===== src/common/pmi_pkg.sv =====
// Shared constants and state types of the phone MCU interrupt unit
package pmi_pkg;

    // ****************************************************************
    // Register map (index per register, byte address is four times it)
    // ****************************************************************
    localparam int               NSRC        = 5;
    localparam int               AW          = 8;
    localparam logic [7:0]       IDX_CTRL_A  = 8'h0b;
    localparam logic [7:0]       IDX_CTRL_B  = 8'h1e;
    localparam logic [7:0]       IDX_STS     = 8'h20;
    localparam logic [7:0]       IDX_MSK     = 8'h21;
    localparam logic [AW-1:0]    ADDR_CTRL_A = {IDX_CTRL_A[5:0], 2'b00};
    localparam logic [AW-1:0]    ADDR_CTRL_B = {IDX_CTRL_B[5:0], 2'b00};
    localparam logic [AW-1:0]    ADDR_STS    = {IDX_STS[5:0], 2'b00};
    localparam logic [AW-1:0]    ADDR_MSK    = {IDX_MSK[5:0], 2'b00};

    // ****************************************************************
    // Field positions
    // ****************************************************************
    localparam int A_GIE    = 0;
    localparam int A_EXT_EN = 1;
    localparam int A_T0_EN  = 2;
    localparam int A_T1_EN  = 3;
    localparam int A_EXT_F  = 4;
    localparam int A_T0_F   = 5;
    localparam int A_T1_F   = 6;
    localparam int B_RSV0   = 0;
    localparam int B_CLK_EN = 1;
    localparam int B_DIA_EN = 2;
    localparam int B_RSV4   = 4;
    localparam int B_CLK_F  = 5;
    localparam int B_DIA_F  = 6;
    localparam int SRC_EXT  = 0;
    localparam int SRC_T0   = 1;
    localparam int SRC_T1   = 2;
    localparam int SRC_CLK  = 3;
    localparam int SRC_DIA  = 4;

    // ****************************************************************
    // Vectors, responses and reset values
    // ****************************************************************
    localparam logic [7:0]      VEC_EXT     = 8'h04;
    localparam logic [7:0]      VEC_T0      = 8'h08;
    localparam logic [7:0]      VEC_T1      = 8'h0c;
    localparam logic [7:0]      VEC_CLK     = 8'h14;
    localparam logic [7:0]      VEC_DIA     = 8'h18;
    localparam logic [1:0]      RESP_OKAY   = 2'h0;
    localparam logic [1:0]      RESP_SLVERR = 2'h2;
    localparam logic            RST_GIE     = 1'b0;
    localparam logic [NSRC-1:0] RST_EN      = 5'h00;
    localparam logic [NSRC-1:0] RST_FLAG    = 5'h00;
    localparam logic [NSRC-1:0] RST_MSK     = 5'h00;

    typedef struct packed {
        logic s1;
        logic s2;
        logic s3;
    } pmi_sync_s;

    typedef struct packed {
        logic            gie;
        logic [NSRC-1:0] src_en;
        logic [NSRC-1:0] flag;
        logic [1:0]      rsv;
        logic [NSRC-1:0] sts;
        logic [NSRC-1:0] msk;
        logic            call_valid;
        logic [7:0]      call_vector;
        logic            aw_have;
        logic [AW-1:0]   aw_addr;
        logic            w_have;
        logic [7:0]      w_data;
        logic            w_lane0;
        logic            bvalid;
        logic [1:0]      bresp;
        logic            rvalid;
        logic [7:0]      rdata;
        logic [1:0]      rresp;
    } pmi_core_s;

endpackage : pmi_pkg


===== src/common/pmi_req_if.sv =====
// Pending requests and the selected winner between core and selector
`timescale 1ns/1ps
`default_nettype none
interface pmi_req_if;
    import pmi_pkg::*;
    logic [NSRC-1:0] pending;
    logic            hit;
    logic [2:0]      idx;
    logic [7:0]      vector;
    modport src (output pending, input hit, input idx, input vector);
    modport sel (input pending, output hit, output idx, output vector);
endinterface : pmi_req_if
`default_nettype wire


===== src/design/pmi_pin_edge.sv =====
// Two-stage pin synchroniser with edge detection
`timescale 1ns/1ps
`default_nettype none
module pmi_pin_edge
    import pmi_pkg::*;
#(
    parameter logic RST_LVL = 1'b1
)
(
    input  wire logic aclk,
    input  wire logic aresetn,
    input  wire logic pin,
    output logic      rise,
    output logic      fall
);
    pmi_sync_s st;
    pmi_sync_s next_st;

    always_comb
    begin
        next_st    = st;
        next_st.s1 = pin;
        next_st.s2 = st.s1;
        next_st.s3 = st.s2;
    end

    always_ff @(posedge aclk)
    begin
        if (!aresetn)
            st <= {RST_LVL, RST_LVL, RST_LVL};
        else
            st <= next_st;
    end

    // Registered samples compared, so each transition gives one pulse
    assign rise = st.s2 & ~st.s3;
    assign fall = ~st.s2 & st.s3;
endmodule : pmi_pin_edge
`default_nettype wire


===== src/design/pmi_prio_sel.sv =====
// Fixed-priority selector from pending requests to vector
`timescale 1ns/1ps
`default_nettype none
module pmi_prio_sel
    import pmi_pkg::*;
(
    pmi_req_if.sel req
);
    always_comb
    begin
        req.hit    = 1'b0;
        req.idx    = 3'h0;
        req.vector = 8'h00;
        // Scan downward so the lowest index, the highest priority, wins
        for (int i = NSRC - 1; i >= 0; i--)
        begin
            if (req.pending[i])
            begin
                req.hit = 1'b1;
                req.idx = 3'(i);
            end
        end
        if (req.hit)
        begin
            case (req.idx)
                3'h0:    req.vector = VEC_EXT;
                3'h1:    req.vector = VEC_T0;
                3'h2:    req.vector = VEC_T1;
                3'h3:    req.vector = VEC_CLK;
                3'h4:    req.vector = VEC_DIA;
                default: req.vector = 8'h00;
            endcase
        end
    end
endmodule : pmi_prio_sel
`default_nettype wire


===== src/design/pmi_irq_unit.sv =====
// Vectored interrupt unit with AXI4-Lite register access
//
// Local design decision: the AXI4-Lite interface to the registers.
`timescale 1ns/1ps
`default_nettype none
module pmi_irq_unit
    import pmi_pkg::*;
(
    input  wire logic          aclk,
    input  wire logic          aresetn,
    input  wire logic [AW-1:0] s_axi_awaddr,
    input  wire logic          s_axi_awvalid,
    output logic               s_axi_awready,
    input  wire logic [31:0]   s_axi_wdata,
    input  wire logic [3:0]    s_axi_wstrb,
    input  wire logic          s_axi_wvalid,
    output logic               s_axi_wready,
    output logic [1:0]         s_axi_bresp,
    output logic               s_axi_bvalid,
    input  wire logic          s_axi_bready,
    input  wire logic [AW-1:0] s_axi_araddr,
    input  wire logic          s_axi_arvalid,
    output logic               s_axi_arready,
    output logic [31:0]        s_axi_rdata,
    output logic [1:0]         s_axi_rresp,
    output logic               s_axi_rvalid,
    input  wire logic          s_axi_rready,
    input  wire logic          ext_irq_n,
    input  wire logic          hook_sense_n,
    input  wire logic          hold_detect_n,
    input  wire logic          handsfree_in,
    input  wire logic          timer0_ovf,
    input  wire logic          timer1_ovf,
    input  wire logic          clock_tick,
    input  wire logic          on_hook,
    input  wire logic          hold_line,
    input  wire logic          idle_mode,
    input  wire logic          phase_two_clock,
    input  wire logic          stack_full,
    input  wire logic          return_from_irq,
    input  wire logic          return_plain,
    output logic               call_valid,
    output logic [7:0]         call_vector,
    output logic               push_pc,
    output logic               wake_req,
    output logic               irq
);

    // ****************************************************************
    // Pin edges
    // ****************************************************************
    logic ext_fall;
    logic hook_rise;
    logic hook_fall;
    logic hold_fall;
    logic hf_rise;

    pmi_pin_edge #(.RST_LVL(1'b1)) u_ext (
        .aclk    (aclk),
        .aresetn (aresetn),
        .pin     (ext_irq_n),
        .rise    (),
        .fall    (ext_fall)
    );
    pmi_pin_edge #(.RST_LVL(1'b1)) u_hook (
        .aclk    (aclk),
        .aresetn (aresetn),
        .pin     (hook_sense_n),
        .rise    (hook_rise),
        .fall    (hook_fall)
    );
    pmi_pin_edge #(.RST_LVL(1'b1)) u_hold (
        .aclk    (aclk),
        .aresetn (aresetn),
        .pin     (hold_detect_n),
        .rise    (),
        .fall    (hold_fall)
    );
    pmi_pin_edge #(.RST_LVL(1'b0)) u_hf (
        .aclk    (aclk),
        .aresetn (aresetn),
        .pin     (handsfree_in),
        .rise    (hf_rise),
        .fall    ()
    );

    // ****************************************************************
    // Request sources and selection
    // ****************************************************************
    pmi_core_s       st;
    pmi_core_s       next_st;
    pmi_req_if       req ();
    logic [NSRC-1:0] hw_set;
    logic [NSRC-1:0] en_eff;
    logic            dial_evt;
    logic            take_now;
    logic            ar_hs;
    logic            wr_go;
    logic            wr_a;
    logic            wr_b;

    pmi_prio_sel u_sel (
        .req (req)
    );

    // A held line in the on-hook state would otherwise fire spuriously
    assign dial_evt = hook_rise | hook_fall | hf_rise
                    | (hold_fall & ~(on_hook & hold_line));

    always_comb
    begin
        hw_set          = '0;
        hw_set[SRC_EXT] = ext_fall;
        hw_set[SRC_T0]  = timer0_ovf;
        hw_set[SRC_T1]  = timer1_ovf;
        hw_set[SRC_CLK] = clock_tick;
        hw_set[SRC_DIA] = dial_evt;
    end

    always_comb
    begin
        en_eff          = st.src_en;
        en_eff[SRC_DIA] = st.src_en[SRC_DIA] & ~idle_mode;
    end

    // Enables gate service and wake_req only; the flag itself is never touched
    assign req.pending = st.flag & en_eff;
    assign take_now    = phase_two_clock & st.gie & ~stack_full & req.hit;
    assign wake_req    = |req.pending;

    // ****************************************************************
    // Register bus decode
    // ****************************************************************
    assign ar_hs = s_axi_arvalid & ~st.rvalid;
    assign wr_go = st.aw_have & st.w_have & ~st.bvalid;
    assign wr_a  = wr_go & st.w_lane0 & (st.aw_addr == ADDR_CTRL_A);
    assign wr_b  = wr_go & st.w_lane0 & (st.aw_addr == ADDR_CTRL_B);

    always_comb
    begin
        next_st            = st;
        next_st.call_valid = 1'b0;

        // Write channel capture, address and data in either order
        if (s_axi_awvalid && !st.aw_have)
        begin
            next_st.aw_have = 1'b1;
            next_st.aw_addr = s_axi_awaddr;
        end
        if (s_axi_wvalid && !st.w_have)
        begin
            next_st.w_have  = 1'b1;
            next_st.w_data  = s_axi_wdata[7:0];
            next_st.w_lane0 = s_axi_wstrb[0];
        end
        if (wr_go)
        begin
            next_st.aw_have = 1'b0;
            next_st.w_have  = 1'b0;
            next_st.bvalid  = 1'b1;
            case (st.aw_addr)
                ADDR_CTRL_A,
                ADDR_CTRL_B,
                ADDR_STS,
                ADDR_MSK: next_st.bresp = RESP_OKAY;
                default:  next_st.bresp = RESP_SLVERR;
            endcase
        end
        if (st.bvalid && s_axi_bready)
            next_st.bvalid = 1'b0;

        // ************************************************************
        // Software writes
        // ************************************************************
        if (wr_a)
        begin
            next_st.gie             = st.w_data[A_GIE];
            next_st.src_en[SRC_EXT] = st.w_data[A_EXT_EN];
            next_st.src_en[SRC_T0]  = st.w_data[A_T0_EN];
            next_st.src_en[SRC_T1]  = st.w_data[A_T1_EN];
            next_st.flag[SRC_EXT]   = st.w_data[A_EXT_F];
            next_st.flag[SRC_T0]    = st.w_data[A_T0_F];
            next_st.flag[SRC_T1]    = st.w_data[A_T1_F];
        end
        if (wr_b)
        begin
            next_st.rsv[0]          = st.w_data[B_RSV0];
            next_st.rsv[1]          = st.w_data[B_RSV4];
            next_st.src_en[SRC_CLK] = st.w_data[B_CLK_EN];
            next_st.src_en[SRC_DIA] = st.w_data[B_DIA_EN];
            next_st.flag[SRC_CLK]   = st.w_data[B_CLK_F];
            next_st.flag[SRC_DIA]   = st.w_data[B_DIA_F];
        end
        if (wr_go && st.w_lane0 && st.aw_addr == ADDR_MSK)
            next_st.msk = st.w_data[NSRC-1:0];

        // ************************************************************
        // Return and service
        // ************************************************************
        if (return_from_irq)
            next_st.gie = 1'b1;
        if (take_now)
        begin
            next_st.gie              = 1'b0;
            next_st.flag[req.idx]    = 1'b0;
            next_st.call_valid       = 1'b1;
            next_st.call_vector      = req.vector;
        end
        // A hardware event in the clearing cycle is kept
        next_st.flag = next_st.flag | hw_set;

        // ************************************************************
        // Reads, with clear-on-read of the event status
        // ************************************************************
        if (st.rvalid && s_axi_rready)
            next_st.rvalid = 1'b0;
        if (ar_hs)
        begin
            next_st.rvalid = 1'b1;
            next_st.rresp  = RESP_OKAY;
            next_st.rdata  = 8'h00;
            case (s_axi_araddr)
                ADDR_CTRL_A:
                    next_st.rdata = {1'b0, st.flag[SRC_T1:SRC_EXT],
                                     st.src_en[SRC_T1:SRC_EXT], st.gie};
                ADDR_CTRL_B:
                    next_st.rdata = {1'b0, st.flag[SRC_DIA:SRC_CLK], st.rsv[1],
                                     1'b0, st.src_en[SRC_DIA:SRC_CLK], st.rsv[0]};
                ADDR_STS:
                begin
                    next_st.rdata = {3'h0, st.sts};
                    next_st.sts   = '0;
                end
                ADDR_MSK:
                    next_st.rdata = {3'h0, st.msk};
                default:
                    next_st.rresp = RESP_SLVERR;
            endcase
        end
        next_st.sts = next_st.sts | hw_set;
    end

    always_ff @(posedge aclk)
    begin
        if (!aresetn)
        begin
            st        <= '0;
            st.gie    <= RST_GIE;
            st.src_en <= RST_EN;
            st.flag   <= RST_FLAG;
            st.msk    <= RST_MSK;
        end
        else
        begin
            st <= next_st;
        end
    end

    // ****************************************************************
    // Outputs
    // ****************************************************************
    assign s_axi_awready = ~st.aw_have;
    assign s_axi_wready  = ~st.w_have;
    assign s_axi_bvalid  = st.bvalid;
    assign s_axi_bresp   = st.bresp;
    assign s_axi_arready = ~st.rvalid;
    assign s_axi_rvalid  = st.rvalid;
    assign s_axi_rresp   = st.rresp;
    assign s_axi_rdata   = {24'h000000, st.rdata};
    // Only the program counter goes to the stack; status is software's job
    assign call_valid    = st.call_valid;
    assign push_pc       = st.call_valid;
    assign call_vector   = st.call_vector;
    assign irq           = |(st.sts & st.msk);
endmodule : pmi_irq_unit
`default_nettype wire


===== config.mk =====
export PLATFORM = sky130hd
export DESIGN_NAME = pmi_irq_unit
export DESIGN_NICKNAME = d
export VERILOG_FILES = /design/src/common/pmi_pkg.sv /design/src/common/pmi_req_if.sv /design/src/design/pmi_pin_edge.sv /design/src/design/pmi_prio_sel.sv /design/src/design/pmi_irq_unit.sv
export SDC_FILE = /design/constraint.sdc
export NUM_CORES = 1
export LEC_CHECK = 0
export BUFFER_PORTS_ARGS = -buffer_cell sky130_fd_sc_hd__buf_2
export CAP_MARGIN = 40
export CORE_MARGIN = 1.5
export CORE_UTILIZATION = 45
export DETAILED_ROUTE_END_ITERATION = 16
export GPL_TIMING_DRIVEN = 0
export PLACE_DENSITY = 0.73
export SETUP_SLACK_MARGIN = 0.1
export SLEW_MARGIN = 20
export SYNTH_ARGS = -nofsm -noshare
export SYNTH_HDL_FRONTEND = slang
export SYNTH_HIERARCHICAL = 1
export SYNTH_SLANG_ARGS = --single-unit

===== constraint.sdc =====
create_clock -name aclk -period 5.15 [get_ports aclk]
set_input_delay 0.2575 -clock aclk [delete_from_list [all_inputs] [get_ports aclk]]
set_output_delay 0.2575 -clock aclk [all_outputs]
set_load 0.005 [all_outputs]

==> results by group <==
Status
  – Status: finished, final reports clean

STA
  – Final TNS setup: 0 ps
  – Worst slew pin tran: between 800 and 900 ps
  – Unrepaired setup endpoints after global routing: false
  – Slew Limit Fails: 0
  – Slew HR: roughly 43%
  – Tcrit/Tclk final: between 40% and 50%
  – Min cycle time layout: ~2100 ps
  – FMAX: roughly 470 MHz
  – Final setup viols: 0
  – Worst Clk Skew: between 6 and 7 ps
  – Endpoints failing hold: 0

Run
  – Max-cap violation count: 0

Critical path
  – CP startpoint: en_eff[0]
  – Critical Path Sink Type: flop
  – Crit-path max FO: 10
  – Worst EP required: around 5400 ps
  – Crit path DAT: around 2400 ps
  – CP Launch Type: flop
  – Reg-to-reg startpoint: en_eff[0]
  – Kind of critical path: reg -> reg

Cells and area
  – Final net count: slightly below 600
  – Diodes inserted: 0
  – Share of cells above drive strength 1: between 20% and 30%
  – Layout area overhead: 22.4%
  – Final instance area: about 4300 µm²
  – # fillers: between 700 and 800

Min path
  – Hold Startpoint: hold_detect_n
  – Hold WC Path Type: in -> reg

Global route
  – Antenna violations before repair: 0
  – Vias in the first global route: approximately 2700
  – Largest net degree at the start of global routing: 15
  – Grt ovf: 0
  – Total GRT Usage: around a fifth
  – First-pass GRT wire length: roughly 12 mm

Logic synthesis
  – Cell Area, Synth: ~3500 µm²
  – Total number of yosys warnings: 6
  – Synthesized instance count: 405
  – Syn avg cell area: 8.74 µm²

Placed design
  – DP Area: roughly 4100 µm²
  – Port-buffer cells: between 60 and 70
  – DPL Wire Length: slightly below 6 mm
  – Final GP Congestion: a little over 0.8

Floorplan
  – Die Footprint: about 8400 µm²
  – Num ports: between 100 and 150
  – CORE AREA: between 7000 and 8000 µm²
  – Die X: slightly above 90 µm
  – Chip height: 91.7 µm
  – Initial Utilization: between 40% and 50%
  – Core Rows: 32

Power and ir drop
  – VDD IR max: 0.122 mV
  – Leak: ~1.9 nW
  – Post-route total power: 1.18 mW
  – Pwr Density: between 200 and 300 nW/µm²

Clock tree
  – # resized after CTS: 0
  – Longest Clk Path Bufs: 2
  – Clock sink total: 73
  – CTS Root Cell: clkbuf_8
  – CTS buffer count: 9
  – H-tree depth: 3
  – Post-CTS Setup Inserts: 0
  – CTS tree: done
  – Clk slew on worst S/H paths: 80 ps
  – Clock insertion delay at the later pin of the skew report: about 350 ps
  – Hold Buf Count CTS: 0

Detailed routing
  – Via count: 3031
  – DRT iter0 DRCs: 198
  – Routed len/inst: approximately 12 µm
  – DRC viols: 0
  – Pre-antenna DRT Iters: 4
  – Final WL: just under 8 mm
  – Final ANT Viol Nets: 0
  – Vias per Instance: between 4 and 5
==> layout by cell type, fill, tap and decap left out, drive strengths merged, types with 14 or more instances in the layout <==
| master | count |
|---|---|
| nand2b | 16 |
| nand3 | 14 |
| conb | 32 |
| nand2 | 33 |
| mux2i | 30 |
| buf | 125 |
| dfxtp | 73 |
| clkbuf | 19 |
| a21oi | 26 |
| nor2 | 51 |
==> layout make-up <==
class	instances	area, µm²	area share, %
inverter	11	41.3	0.953
multi-input combinational	286	1700	39.3
clock inverter	7	78.8	1.82
sequential	73	1460	33.7
tap	102	128	2.95
clock buffer	9	124	2.86
timing repair buffer	70	349	8.06
buffer	65	448	10.3
==> final timing paths <==
path              depth (start not counted)  slack (ps)           endpoint
hold reg to reg                           1         410   u_ext/next_st[0]
setup / recovery                          8        3030             st[54]
hold / removal                            2          80  u_hold/next_st[1]
setup reg to reg                          8        3030             st[54]
==> sequential cells by signal, indices dropped and copies added, names as in the netlist <==
name / count
s_axi_rdata: 7
u_hf/next_st: 2
st: 37
u_hold/st: 1
u_ext/next_st: 2
s_axi_rvalid: 1
s_axi_rresp: 1
en_eff: 4
call_valid: 1
s_axi_bvalid: 1
s_axi_bresp: 1
u_hook/next_st: 2
u_hf/st: 1
call_vector: 8
u_hook/st: 1
u_hold/next_st: 2
u_ext/st: 1
==> critical path, cell delays in order, from the launching register on <==
cell	delay (ps)
dfxtp_1	340
and2_1	200
or3_4	410
nand2b_4	150
nand4b_1	100
clkbuf_1	380
or4_1	210
nand3_1	80
o211ai_1	160
==> per-stage QoR <==
| step | std cells | utilization [%] | hold WS (ps) | worst slack, ps |
|---|---|---|---|---|
| after floorplan | 435 | - | 331 | 3330 |
| after global placement | 606 | 53.7 | 389 | 3060 |
| after detailed placement | 607 | 53.7 | 392 | 3030 |
| after CTS | 623 | 56.3 | 68.5 | 3010 |
| after global routing | 623 | 56.3 | 75.2 | 2830 |
| final | 623 | 56.3 | 79.1 | 3030 |
==> routing by layer <==
layer  global-route usage (%)  wire length [µm]  vias up
li1                         -                 -     1534
met1                     24.6              3500     1388
met2                     29.7              3580       97
met3                     2.99               450       12
met4                     9.62               165        0
met5                        0                 0        -
==> where the power goes <==
group          internal [mW]  total, mW  switching, mW
sequential             0.586      0.604         0.0174
clock                  0.227      0.453          0.226
combinational         0.0599      0.118         0.0586
total                  0.874       1.18          0.302
No activity file was read; power rests on OpenSTA's default activity.
